`config.mk`:
```
export PLATFORM = sky130hd
export DESIGN_NAME = nhr_regs
export DESIGN_NICKNAME = d
export VERILOG_FILES = /design/src/verilog/nhr_pkg.sv /design/src/verilog/nhr_cam_if.sv /design/src/verilog/nhr_cam_mem.sv /design/src/verilog/nhr_tally.sv /design/src/verilog/nhr_regs.sv
export SDC_FILE = /design/constraint.sdc
export NUM_CORES = 1
export LEC_CHECK = 0
export BUFFER_PORTS_ARGS = -buffer_cell sky130_fd_sc_hd__buf_2
export CAP_MARGIN = 20
export CORE_ASPECT_RATIO = 1.75
export CORE_MARGIN = 1
export CORE_UTILIZATION = 45
export DETAILED_ROUTE_END_ITERATION = 12
export GPL_TIMING_DRIVEN = 0
export PLACE_DENSITY = 0.64
export SLEW_MARGIN = 20
export SYNTH_ARGS = -nofsm -noshare
export SYNTH_HDL_FRONTEND = slang
export SYNTH_SLANG_ARGS = --single-unit
```
`constraint.sdc`:
```
create_clock -name ref_clk -period 4 [get_ports ref_clk]
set_input_delay 0.6 -clock ref_clk [delete_from_list [all_inputs] [get_ports ref_clk]]
set_output_delay 0.6 -clock ref_clk [all_outputs]
set_load 0.05 [all_outputs]
```
`src/verilog/nhr_pkg.sv`:
```
// Shared constants, types and decode functions of the host register map
package nhr_pkg;

  localparam int ADDR_W = 6;
  localparam int DATA_W = 16;
  localparam int CAM_ENTRIES = 16;
  localparam int CAM_PTR_W = 4;
  localparam int CAM_WORD_W = 48;
  localparam int CDC_W = 5;
  localparam int TALLY_COUNT = 3;
  localparam int CMD_SWRESET_BIT = 7;

  typedef logic [ADDR_W-1:0] nhr_addr_t;
  typedef logic [DATA_W-1:0] nhr_word_t;
  typedef logic [CAM_PTR_W-1:0] nhr_cam_ptr_t;
  typedef logic [CAM_WORD_W-1:0] nhr_cam_word_t;
  typedef logic [CDC_W-1:0] nhr_cdc_t;

  // Register offsets on the register select lines
  localparam nhr_addr_t OFF_COMMAND = 6'h00;
  localparam nhr_addr_t OFF_DATA_CONFIG = 6'h01;
  localparam nhr_addr_t OFF_RECEIVE_CONTROL = 6'h02;
  localparam nhr_addr_t OFF_TRANSMIT_CONTROL = 6'h03;
  localparam nhr_addr_t OFF_INTERRUPT_MASK = 6'h04;
  localparam nhr_addr_t OFF_INTERRUPT_STATUS = 6'h05;
  localparam nhr_addr_t OFF_TX_DESC_UPPER_BASE = 6'h06;
  localparam nhr_addr_t OFF_TX_DESC_CURRENT = 6'h07;
  localparam nhr_addr_t OFF_RX_DESC_UPPER_BASE = 6'h0D;
  localparam nhr_addr_t OFF_RX_DESC_CURRENT = 6'h0E;
  localparam nhr_addr_t OFF_END_OF_BUFFER_COUNT = 6'h13;
  localparam nhr_addr_t OFF_RX_RESOURCE_UPPER_BASE = 6'h14;
  localparam nhr_addr_t OFF_RESOURCE_START = 6'h15;
  localparam nhr_addr_t OFF_RESOURCE_END = 6'h16;
  localparam nhr_addr_t OFF_RESOURCE_READ_POINTER = 6'h17;
  localparam nhr_addr_t OFF_RESOURCE_WRITE_POINTER = 6'h18;
  localparam nhr_addr_t OFF_CAM_ENTRY_POINTER = 6'h21;
  localparam nhr_addr_t OFF_FILTER_PORT_HIGH = 6'h22;
  localparam nhr_addr_t OFF_FILTER_PORT_MID = 6'h23;
  localparam nhr_addr_t OFF_FILTER_PORT_LOW = 6'h24;
  localparam nhr_addr_t OFF_CAM_ENABLE_MASK = 6'h25;
  localparam nhr_addr_t OFF_CAM_DESCRIPTOR_POINTER = 6'h26;
  localparam nhr_addr_t OFF_CAM_DESCRIPTOR_COUNT = 6'h27;
  localparam nhr_addr_t OFF_SILICON_REVISION = 6'h28;
  localparam nhr_addr_t OFF_WATCHDOG_LOW = 6'h29;
  localparam nhr_addr_t OFF_WATCHDOG_HIGH = 6'h2A;
  localparam nhr_addr_t OFF_RECEIVE_SEQUENCE_COUNT = 6'h2B;
  localparam nhr_addr_t OFF_CHECKSUM_ERROR_TALLY = 6'h2C;
  localparam nhr_addr_t OFF_ALIGNMENT_ERROR_TALLY = 6'h2D;
  localparam nhr_addr_t OFF_MISSED_PACKET_TALLY = 6'h2E;
  localparam nhr_addr_t OFF_DATA_CONFIG_SECOND = 6'h3F;

  // Reset values
  localparam nhr_word_t REG_RESET = 16'h0000;
  localparam nhr_word_t CMD_RESET = nhr_word_t'(16'h0001 << CMD_SWRESET_BIT);
  localparam nhr_cdc_t CDC_RESET = 5'h00;

  // Plain read/write storage registers with no side effects
  function automatic logic isPlainAddr(input nhr_addr_t a);
    case (a)
      OFF_RECEIVE_CONTROL, OFF_TRANSMIT_CONTROL, OFF_INTERRUPT_MASK,
      OFF_TX_DESC_UPPER_BASE, OFF_TX_DESC_CURRENT, OFF_RX_DESC_UPPER_BASE,
      OFF_RX_DESC_CURRENT, OFF_END_OF_BUFFER_COUNT, OFF_RX_RESOURCE_UPPER_BASE,
      OFF_RESOURCE_START, OFF_RESOURCE_END, OFF_RESOURCE_READ_POINTER,
      OFF_RESOURCE_WRITE_POINTER, OFF_CAM_ENTRY_POINTER, OFF_CAM_DESCRIPTOR_POINTER,
      OFF_WATCHDOG_LOW, OFF_WATCHDOG_HIGH, OFF_RECEIVE_SEQUENCE_COUNT: isPlainAddr = 1'b1;
      default: isPlainAddr = 1'b0;
    endcase
  endfunction

  // Filter port offset to bit position inside a CAM entry
  function automatic int filterShift(input nhr_addr_t a);
    case (a)
      OFF_FILTER_PORT_HIGH: filterShift = 2 * DATA_W;
      OFF_FILTER_PORT_MID: filterShift = DATA_W;
      default: filterShift = 0;
    endcase
  endfunction

endpackage

```
`src/verilog/nhr_cam_if.sv`:
```
// Carrier between the register decoder and the address-filter memory
`timescale 1ns/1ps
`default_nettype none
interface nhr_cam_if;
  import nhr_pkg::*;
  logic writeEnable;
  nhr_cam_ptr_t writeEntry;
  nhr_cam_word_t writeData;
  nhr_cam_ptr_t readEntry;
  nhr_cam_word_t readData;

  modport ctrl (output writeEnable, output writeEntry, output writeData, output readEntry, input readData);
  modport mem (input writeEnable, input writeEntry, input writeData, input readEntry, output readData);
endinterface
`default_nettype wire

```
`src/verilog/nhr_cam_mem.sv`:
```
// Address-filter entry memory with registered read data
`timescale 1ns/1ps
`default_nettype none
module nhr_cam_mem (
  input wire logic ref_clk,
  input wire logic reset_n,
  nhr_cam_if.mem camIf
);
  import nhr_pkg::*;

  nhr_cam_word_t entry [CAM_ENTRIES];
  nhr_cam_word_t readData_q;

  // Storage has no reset; contents come only from descriptor loads
  always_ff @(posedge ref_clk) begin
    if (camIf.writeEnable) begin
      entry[camIf.writeEntry] <= camIf.writeData;
    end
  end

  // Read data registered, so a pointer change shows one cycle later
  always_ff @(posedge ref_clk or negedge reset_n) begin
    if (!reset_n) begin
      readData_q <= '0;
    end else begin
      readData_q <= entry[camIf.readEntry];
    end
  end

  assign camIf.readData = readData_q;
endmodule
`default_nettype wire

```
`src/verilog/nhr_tally.sv`:
```
// One 16-bit tally counter whose host writes store the inverse
`timescale 1ns/1ps
`default_nettype none
module nhr_tally (
  input wire logic ref_clk,
  input wire logic reset_n,
  input wire logic writeStrobe,
  input wire nhr_pkg::nhr_word_t writeData,
  input wire logic countEvent,
  output nhr_pkg::nhr_word_t count
);
  import nhr_pkg::*;

  nhr_word_t count_q;

  // Host write beats a same-cycle event; software expects its value to stick
  always_ff @(posedge ref_clk or negedge reset_n) begin
    if (!reset_n) begin
      count_q <= REG_RESET;
    end else if (writeStrobe) begin
      count_q <= ~writeData;
    end else if (countEvent) begin
      count_q <= count_q + 16'h0001;
    end
  end

  assign count = count_q;

  tallyInvert_a: assert property (@(posedge ref_clk) disable iff (!reset_n)
    writeStrobe |=> count_q == ~$past(writeData))
    else $error("tally did not store inverse of written value");
endmodule
`default_nettype wire

```
`src/verilog/nhr_regs.sv`:
```
// Host register decoder and register file of the network controller
//
// Overview of operation
// The host reaches a register with chip select and a six-bit address, and only that register is accessed.
// The three filter data ports give valid entry contents only while software reset is set.
// Both data configuration registers take writes only during software reset and ignore them otherwise.
// A host write to any tally counter stores the bitwise inverse, so writing all ones clears it.
// Commands, status, buffer pointers, counts and interrupt mask and status each have their own address.
// Filter memory is never written through its data ports, only by descriptor loads.
// Only the low five bits of the descriptor count are kept and used for counting.
// The software-reset bit of the command register gates every restricted read and write.
`timescale 1ns/1ps
`default_nettype none
module nhr_regs #(
  parameter nhr_pkg::nhr_word_t SILICON_REVISION = 16'h0001 // Arbitrary value
) (
  input wire logic ref_clk,
  input wire logic reset_n,
  input wire logic chipSelect,
  input wire logic writeEnable,
  input wire nhr_pkg::nhr_addr_t registerSelectLines,
  input wire nhr_pkg::nhr_word_t dataIn,
  output nhr_pkg::nhr_word_t dataOut,
  output logic dataOe,
  input wire logic camLoadValid,
  input wire nhr_pkg::nhr_cam_ptr_t camLoadEntry,
  input wire nhr_pkg::nhr_cam_word_t camLoadData,
  input wire logic camEnableLoad,
  input wire nhr_pkg::nhr_word_t camEnableData,
  input wire logic cdcDecrement,
  input wire logic [nhr_pkg::TALLY_COUNT-1:0] tallyEvent,
  input wire nhr_pkg::nhr_word_t interruptEvents,
  output logic softwareReset,
  output nhr_pkg::nhr_word_t commandReg,
  output nhr_pkg::nhr_word_t dataConfigReg,
  output nhr_pkg::nhr_word_t dataConfigSecondReg,
  output nhr_pkg::nhr_word_t interruptMaskReg,
  output nhr_pkg::nhr_word_t camEnableMask,
  output nhr_pkg::nhr_cdc_t camDescriptorCount
);
  import nhr_pkg::*;

  nhr_word_t command_q;
  nhr_word_t dataConfig_q;
  nhr_word_t dataConfigSecond_q;
  nhr_word_t interruptStatus_q;
  nhr_word_t camEnable_q;
  nhr_cdc_t cdc_q;
  nhr_word_t dataOut_q;
  logic dataOe_q;
  nhr_word_t readValue;
  logic hostWrite;
  logic hostRead;
  logic swReset;
  wire nhr_word_t plainReg [64];
  wire nhr_word_t tallyCount [TALLY_COUNT];

  nhr_cam_if camIf ();

  // Host strobes; host logic shares ref_clk so no synchroniser is needed
  assign hostWrite = chipSelect && writeEnable;
  assign hostRead = chipSelect && !writeEnable;
  assign swReset = command_q[CMD_SWRESET_BIT];

  // Command register; controller comes up held in software reset
  always_ff @(posedge ref_clk or negedge reset_n) begin
    if (!reset_n) begin
      command_q <= CMD_RESET;
    end else if (hostWrite && registerSelectLines == OFF_COMMAND) begin
      command_q <= dataIn;
    end
  end

  commandWrite_a: assert property (@(posedge ref_clk) disable iff (!reset_n)
    hostWrite && registerSelectLines == OFF_COMMAND |=> command_q == $past(dataIn))
    else $error("command write not stored");

  // Data configuration, writable only while software reset holds
  always_ff @(posedge ref_clk or negedge reset_n) begin
    if (!reset_n) begin
      dataConfig_q <= REG_RESET;
    end else if (hostWrite && swReset && registerSelectLines == OFF_DATA_CONFIG) begin
      dataConfig_q <= dataIn;
    end
  end

  // Second data configuration, same reset-only write guard
  always_ff @(posedge ref_clk or negedge reset_n) begin
    if (!reset_n) begin
      dataConfigSecond_q <= REG_RESET;
    end else if (hostWrite && swReset && registerSelectLines == OFF_DATA_CONFIG_SECOND) begin
      dataConfigSecond_q <= dataIn;
    end
  end

  secondLocked_a: assert property (@(posedge ref_clk) disable iff (!reset_n)
    hostWrite && !swReset && registerSelectLines == OFF_DATA_CONFIG_SECOND |=> $stable(dataConfigSecond_q))
    else $error("second data config changed outside software reset");

  // Interrupt status: write one to clear, a new event wins over the clear
  always_ff @(posedge ref_clk or negedge reset_n) begin
    if (!reset_n) begin
      interruptStatus_q <= REG_RESET;
    end else if (hostWrite && registerSelectLines == OFF_INTERRUPT_STATUS) begin
      interruptStatus_q <= (interruptStatus_q & ~dataIn) | interruptEvents;
    end else begin
      interruptStatus_q <= interruptStatus_q | interruptEvents;
    end
  end

  // Only checked without events, since a same-cycle event keeps its bit set
  statusClear_a: assert property (@(posedge ref_clk) disable iff (!reset_n)
    hostWrite && registerSelectLines == OFF_INTERRUPT_STATUS && interruptEvents == REG_RESET
    |=> (interruptStatus_q & $past(dataIn)) == REG_RESET)
    else $error("interrupt status bit not cleared by write");

  // Filter enable mask; descriptor load outranks a host write
  always_ff @(posedge ref_clk or negedge reset_n) begin
    if (!reset_n) begin
      camEnable_q <= REG_RESET;
    end else if (camEnableLoad) begin
      camEnable_q <= camEnableData;
    end else if (hostWrite && registerSelectLines == OFF_CAM_ENABLE_MASK) begin
      camEnable_q <= dataIn;
    end
  end

  maskLoad_a: assert property (@(posedge ref_clk) disable iff (!reset_n)
    camEnableLoad |=> camEnable_q == $past(camEnableData))
    else $error("filter enable mask load lost");

  // Descriptor count keeps five bits; counting stops at zero
  always_ff @(posedge ref_clk or negedge reset_n) begin
    if (!reset_n) begin
      cdc_q <= CDC_RESET;
    end else if (hostWrite && registerSelectLines == OFF_CAM_DESCRIPTOR_COUNT) begin
      cdc_q <= dataIn[CDC_W-1:0];
    end else if (cdcDecrement && cdc_q != CDC_RESET) begin
      cdc_q <= cdc_q - 5'h01;
    end
  end

  countWrite_a: assert property (@(posedge ref_clk) disable iff (!reset_n)
    hostWrite && registerSelectLines == OFF_CAM_DESCRIPTOR_COUNT |=> cdc_q == $past(dataIn[CDC_W-1:0]))
    else $error("descriptor count write not truncated to five bits");

  // Plain storage registers, one per mapped address
  for (genvar i = 0; i < 64; i++) begin : gPlain
    if (isPlainAddr(nhr_addr_t'(i))) begin : gReg
      nhr_word_t value_q;
      always_ff @(posedge ref_clk or negedge reset_n) begin
        if (!reset_n) begin
          value_q <= REG_RESET;
        end else if (hostWrite && registerSelectLines == nhr_addr_t'(i)) begin
          value_q <= dataIn;
        end
      end
      assign plainReg[i] = value_q;
    end else begin : gNone
      assign plainReg[i] = REG_RESET;
    end
  end

  // Tally counters at consecutive offsets
  for (genvar t = 0; t < TALLY_COUNT; t++) begin : gTally
    nhr_tally uTally (
      .ref_clk(ref_clk),
      .reset_n(reset_n),
      .writeStrobe(hostWrite && registerSelectLines == nhr_addr_t'(OFF_CHECKSUM_ERROR_TALLY + t)),
      .writeData(dataIn),
      .countEvent(tallyEvent[t]),
      .count(tallyCount[t])
    );
  end

  tallyRead_a: assert property (@(posedge ref_clk) disable iff (!reset_n)
    hostRead && registerSelectLines == OFF_CHECKSUM_ERROR_TALLY |=> dataOut == $past(tallyCount[0]))
    else $error("checksum tally read wrong value");

  // Filter memory: written only by descriptor loads, never by the host ports
  assign camIf.writeEnable = camLoadValid;
  assign camIf.writeEntry = camLoadEntry;
  assign camIf.writeData = camLoadData;
  assign camIf.readEntry = plainReg[OFF_CAM_ENTRY_POINTER][CAM_PTR_W-1:0];

  nhr_cam_mem uCamMem (
    .ref_clk(ref_clk),
    .reset_n(reset_n),
    .camIf(camIf.mem)
  );

  // Read decode; unmapped offsets and outside-reset filter reads give zero
  always_comb begin
    readValue = REG_RESET;
    case (registerSelectLines)
      OFF_COMMAND: readValue = command_q;
      OFF_DATA_CONFIG: readValue = dataConfig_q;
      OFF_DATA_CONFIG_SECOND: readValue = dataConfigSecond_q;
      OFF_INTERRUPT_STATUS: readValue = interruptStatus_q;
      OFF_CAM_ENABLE_MASK: readValue = camEnable_q;
      OFF_CAM_DESCRIPTOR_COUNT: readValue = {{(DATA_W-CDC_W){1'b0}}, cdc_q};
      OFF_SILICON_REVISION: readValue = SILICON_REVISION;
      OFF_CHECKSUM_ERROR_TALLY: readValue = tallyCount[0];
      OFF_ALIGNMENT_ERROR_TALLY: readValue = tallyCount[1];
      OFF_MISSED_PACKET_TALLY: readValue = tallyCount[2];
      OFF_FILTER_PORT_HIGH, OFF_FILTER_PORT_MID, OFF_FILTER_PORT_LOW: begin
        if (swReset) begin
          readValue = nhr_word_t'(camIf.readData >> filterShift(registerSelectLines));
        end
      end
      default: readValue = plainReg[registerSelectLines];
    endcase
  end

  // Read data taken into a flop on the read request and held there until the next read
  always_ff @(posedge ref_clk or negedge reset_n) begin
    if (!reset_n) begin
      dataOut_q <= REG_RESET;
      dataOe_q <= 1'b0;
    end else begin
      dataOe_q <= hostRead;
      if (hostRead) begin
        dataOut_q <= readValue;
      end
    end
  end

  assign dataOut = dataOut_q;
  assign dataOe = dataOe_q;
  assign softwareReset = swReset;
  assign commandReg = command_q;
  assign dataConfigReg = dataConfig_q;
  assign dataConfigSecondReg = dataConfigSecond_q;
  assign interruptMaskReg = plainReg[OFF_INTERRUPT_MASK];
  assign camEnableMask = camEnable_q;
  assign camDescriptorCount = cdc_q;

  // Read strobe stands exactly one cycle per read, never without one
  readStrobe_a: assert property (@(posedge ref_clk) disable iff (!reset_n)
    hostRead |=> dataOe)
    else $error("read strobe missing");

  strobeDrop_a: assert property (@(posedge ref_clk) disable iff (!reset_n)
    !hostRead |=> !dataOe)
    else $error("read strobe without read");

  revisionRead_a: assert property (@(posedge ref_clk) disable iff (!reset_n)
    hostRead && registerSelectLines == OFF_SILICON_REVISION |=> dataOut == SILICON_REVISION)
    else $error("revision read returned wrong value");

  // Gap above the tallies holds no register, so it must read as zero
  unmappedRead_a: assert property (@(posedge ref_clk) disable iff (!reset_n)
    hostRead && registerSelectLines > OFF_MISSED_PACKET_TALLY && registerSelectLines < OFF_DATA_CONFIG_SECOND
    |=> dataOut == REG_RESET)
    else $error("unmapped offset read not zero");

  plainRead_a: assert property (@(posedge ref_clk) disable iff (!reset_n)
    hostRead && registerSelectLines == OFF_INTERRUPT_MASK |=> dataOut == $past(plainReg[OFF_INTERRUPT_MASK]))
    else $error("interrupt mask read wrong value");

  filterMid_a: assert property (@(posedge ref_clk) disable iff (!reset_n)
    hostRead && swReset && registerSelectLines == OFF_FILTER_PORT_MID
    |=> dataOut == $past(camIf.readData[2*DATA_W-1:DATA_W]))
    else $error("filter port mid read wrong slice");

  commandRead_a: assert property (@(posedge ref_clk) disable iff (!reset_n)
    hostRead && registerSelectLines == OFF_COMMAND |=> dataOe && dataOut == $past(command_q))
    else $error("command read returned wrong data");

  filterHidden_a: assert property (@(posedge ref_clk) disable iff (!reset_n)
    hostRead && !swReset && registerSelectLines == OFF_FILTER_PORT_LOW |=> dataOut == REG_RESET)
    else $error("filter port readable outside software reset");

  filterVisible_a: assert property (@(posedge ref_clk) disable iff (!reset_n)
    hostRead && swReset && registerSelectLines == OFF_FILTER_PORT_HIGH
    |=> dataOut == $past(camIf.readData[3*DATA_W-1:2*DATA_W]))
    else $error("filter port high read wrong slice");

  configLocked_a: assert property (@(posedge ref_clk) disable iff (!reset_n)
    hostWrite && !swReset && registerSelectLines == OFF_DATA_CONFIG |=> $stable(dataConfig_q))
    else $error("data config changed outside software reset");

  configOpen_a: assert property (@(posedge ref_clk) disable iff (!reset_n)
    hostWrite && swReset && registerSelectLines == OFF_DATA_CONFIG_SECOND
    |=> dataConfigSecond_q == $past(dataIn))
    else $error("second data config missed reset-mode write");

  tallyClear_a: assert property (@(posedge ref_clk) disable iff (!reset_n)
    hostWrite && registerSelectLines == OFF_MISSED_PACKET_TALLY && dataIn == 16'hFFFF
    |=> tallyCount[2] == REG_RESET)
    else $error("all-ones write did not clear missed packet tally");

  statusSetWins_a: assert property (@(posedge ref_clk) disable iff (!reset_n)
    (interruptEvents != REG_RESET) |=> (interruptStatus_q & $past(interruptEvents)) == $past(interruptEvents))
    else $error("interrupt event lost");

  camHostWrite_a: assert property (@(posedge ref_clk) disable iff (!reset_n)
    camIf.writeEnable |-> camLoadValid)
    else $error("filter memory written without descriptor load");

  countFloor_a: assert property (@(posedge ref_clk) disable iff (!reset_n)
    cdc_q == CDC_RESET && cdcDecrement && !hostWrite |=> cdc_q == CDC_RESET)
    else $error("descriptor count wrapped below zero");
endmodule
`default_nettype wire

```
==> flow_summary.ini <==
[status]
status = completed

[place]
gp_congestion = 1.006
port_buffers = 203
pre_cts_ws_ns = 0.3390
place_area_um2 = 56150
dpl.hpwl_um = 119100

[drt]
wire_per_inst_um = 33.38
drt.antenna.violating_nets = 0
drt_iter0_drc = 3116
vias = 30080
routed_wl_um = 164300
viasPerCell = 6.111
route.detailed.drc = 0
firstDrtPassIters = 8

[worst_setup_path]
start_kind = flop
r2r-end = dataOut[1]
worstPathRequired_ns = 4.66
reg2regPathDepth = 7
crit_type = flop to flop
cp_common_cell = clkbuf_1
crit_arrival_ns = 4.10
slowest_stage = nor4_1
critPathBufInv = 3
cpLargestDelayFamily = buffers and inverters
cpPeakStageDelay_ns = 0.83
crit_chain = clkbuf_1, clkbuf_1, clkbuf_1, a21oi_1, nor4_1, a21oi_1, a211oi_1
r2r_slack_ns = 0.56
path_max_fanout = 10
end_kind = flop
rr_startpoint = gPlain[33].gReg.value_q[1]

[cts]
cts_buffer_depth = 3
cts_setup_buffers = 0
root_buffer = clkbuf_16
clk_pin_slew_ns = 0.07
cts_tree = built
cts.htree.levels = 3
cts_made_buffers = 112
clock_latency_ns = 0.75
cts.sinks = 1254

[global_routing]
grt_pass1_wl_um = 231200
grt_use_total_pct = 28.36
antenna_found_initial = 22
grt_pass1_vias = 30880
grt-ovfl-total = 0
grt_max_degree = 95

[power]
p_per_area_nw_per_um2 = 493.6
peakVddDrop_v = 0.0004027
p_leak_nw = 22.39
p_total_w = 0.02963

[floorplanning]
rows = 164
fp.dieArea_um2 = 116700
die_w_um = 258.6
die_h_um = 451.1
start_util_pct = 45.37
pin_count = 219
core_um2 = 114300

[synthesis]
ys_seq_area_share_pct = 67.93
synthArstFlopShare_pct = 38.76
synth_edf_count = 768
synthTopCellsByArea = edfxtp_1 44%, dfrtp_1 23%, mux4_2 11%
synth_flop_cell = edfxtp_1
syn-num-nets = 3066
postSynthCellCount = 2945
synth_top_area_share_pct = 44.47
avgSynthCellArea_um2 = 17.61
yosysTopAreaCell = edfxtp_1
netlist_area_um2 = 51860
yosys_warnings = 0
synth-seq-cells = 1254
ys_types = 91

[finish]
area_growth_syn_to_layout_pct = 15.76
nFillCells = 9266
fin_area_um2 = 60030
fin_nets = 3445
drive_gt1_share_pct = 36.60

[hold_path]
min_path_cells = 2
holdPathEnd = interruptStatus_q[15]
hold_path.startpoint = interruptEvents[15]
worstHoldPathType = input pin to flop

[sta]
worst_pin_slew_ns = 1.194
hold_viol = 0
maxSlewViolCount = 0
whs_ns = 0.04420
maxSlewHeadroom_pct = 20.42
period_share_pct = 86.11
min_period_ns = 3.444
fmax_mhz = 290.3
skew_ns = 0.03035
finalWorstSetupSlack_ns = 0.5557
finalSetupViolCount = 0
rsz0062_at_grt = no

[job]
drv_cap = 0
[cell families (layout without fill, tap and decap cells)]
kind of cell / count (synthesis) / count (layout) / share of synthesized area, %
flops: 1254 / 1254 / 67.93
mux: 660 / 660 / 19.95
simple gates: 423 / 423 / 4.505
compound gates: 332 / 332 / 4.524
buf+inv: 222 / 698 / 2.147
xor+xnor: 49 / 49 / 0.8276
fa+ha+maj: 5 / 5 / 0.1206
other cells: 0 / 7 / 0
[power by group]
part | switching, W | internal, W
clock network | 0.00494 | 0.00639
logic | 0.00198 | 0.00124
registers | 0.000614 | 0.0145
[placed cells by master (no fill, tap or decap), types with 14 or more instances in the layout]
master     Yosys  routed
edfxtp_1     768     768
dfrtp_1      485     485
mux2_2       347     347
buf_2         74     276
mux4_2       260     260
clkbuf_16      0     115
clkbuf_1      98     110
nand2_1      107     107
a21oi_1       86      86
nor2_1        95      83
a22oi_1       60      60
nand3_1       44      44
mux2i_1       41      41
o21ai_0       40      40
xnor2_1       35      35
a221oi_1      27      27
clkinv_2       0      27
nand4_1       24      24
buf_4         23      23
buf_8          1      23
and3_1        22      22
buf_16         0      22
a22o_1        19      19
buf_6         12      17
nor2_4         5      17
a21o_1        16      16
nor4_1        17      16
xor2_1        14      14
[how the worst max path moves through the flow]
| stage | start | endpoint | cells past startpoint |
|---|---|---|---|
| finish | gPlain[33].gReg.value_q[1] | dataOut[1] | 7 |
| global route | gPlain[33].gReg.value_q[1] | dataOut[1] | 7 |
| CTS | gPlain[33].gReg.value_q[1] | dataOut[1] | 7 |
| detailed placement | registerSelectLines[1] | dataOut[11] | 11 |
| global placement | reset_n | dataConfigSecondReg[6] | 1 |
| floorplan | camLoadEntry[2] | uCamMem.entry[1][0] | 2 |
[metrics by stage]
stage | std cells | setup TNS [ns] | utilization [%]
after floorplan | 2945 | 0 | -
after global placement | 4642 | -5553.64 | 47.91
after detailed placement | 4703 | 0 | 49.13
after CTS | 4915 | 0 | 52.51
after global routing | 4918 | 0 | 52.51
final | 4922 | 0 | 52.52
[registers in the layout (all words and copies together), names as in the netlist]
signal,count
dataConfigSecondReg,16
dataOe,1
uCamMem.entry,768
camDescriptorCount,5
uCamMem.camIf.readData,48
gTally.uTally.count,48
dataConfigReg,16
commandReg,16
gPlain.gReg.value_q,272
interruptMaskReg,16
camEnableMask,16
interruptStatus_q,16
dataOut,16
[cell usage after synthesis, types with 7 or more instances]
cell and instances:
a211oi_1 12, a21o_1 16, a21oi_1 86, a221oi_1 27, a22o_1 19, a22oi_1 60, a311oi_1 12, a31oi_1 7
and2_1 9, and3_1 22, buf_1 7, buf_2 74, buf_4 23, buf_6 12, clkbuf_1 98, dfrtp_1 485
edfxtp_1 768, mux2_2 347, mux2_4 10, mux2i_1 41, mux4_2 260, nand2_1 107, nand2_2 7, nand2b_1 11
nand3_1 44, nand4_1 24, nor2_1 95, nor2b_1 10, nor3_1 13, nor3_2 8, nor4_1 17, o21ai_0 40
or4_1 8, xnor2_1 35, xor2_1 14
[metal layers]
layer,vias to the layer above,GRT usage [%],share of wire (%)
li1,12430,-,-
met1,15910,31.08,34
met2,1304,50.49,53
met3,415,4.893,6.0
met4,20,17.94,7.2
met5,-,0,0.075
[area by class of cell]
cell class / count / area, um2 / share of cell area, %
Clock inverter: 61 / 704.4 / 1.173
Tap cell: 1494 / 1869 / 3.114
Inverter: 7 / 26.28 / 0.04377
Clock buffer: 150 / 3147 / 5.242
Sequential cell: 1254 / 35230 / 58.68
Timing Repair Buffer: 265 / 2273 / 3.787
Antenna cell: 7 / 17.52 / 0.02918
Multi-Input combinational cell: 1469 / 15670 / 26.10
Buffer: 215 / 1097 / 1.828
[repair_timing]
action                                  4_1_cts  5_1_grt
resized for setup                             0        0
hold buffers                                  1        0
hold endpoints to repair                     62        0
endpoints found under the setup margin        0        0
Note: power is estimated with default switching activity, not from simulation.
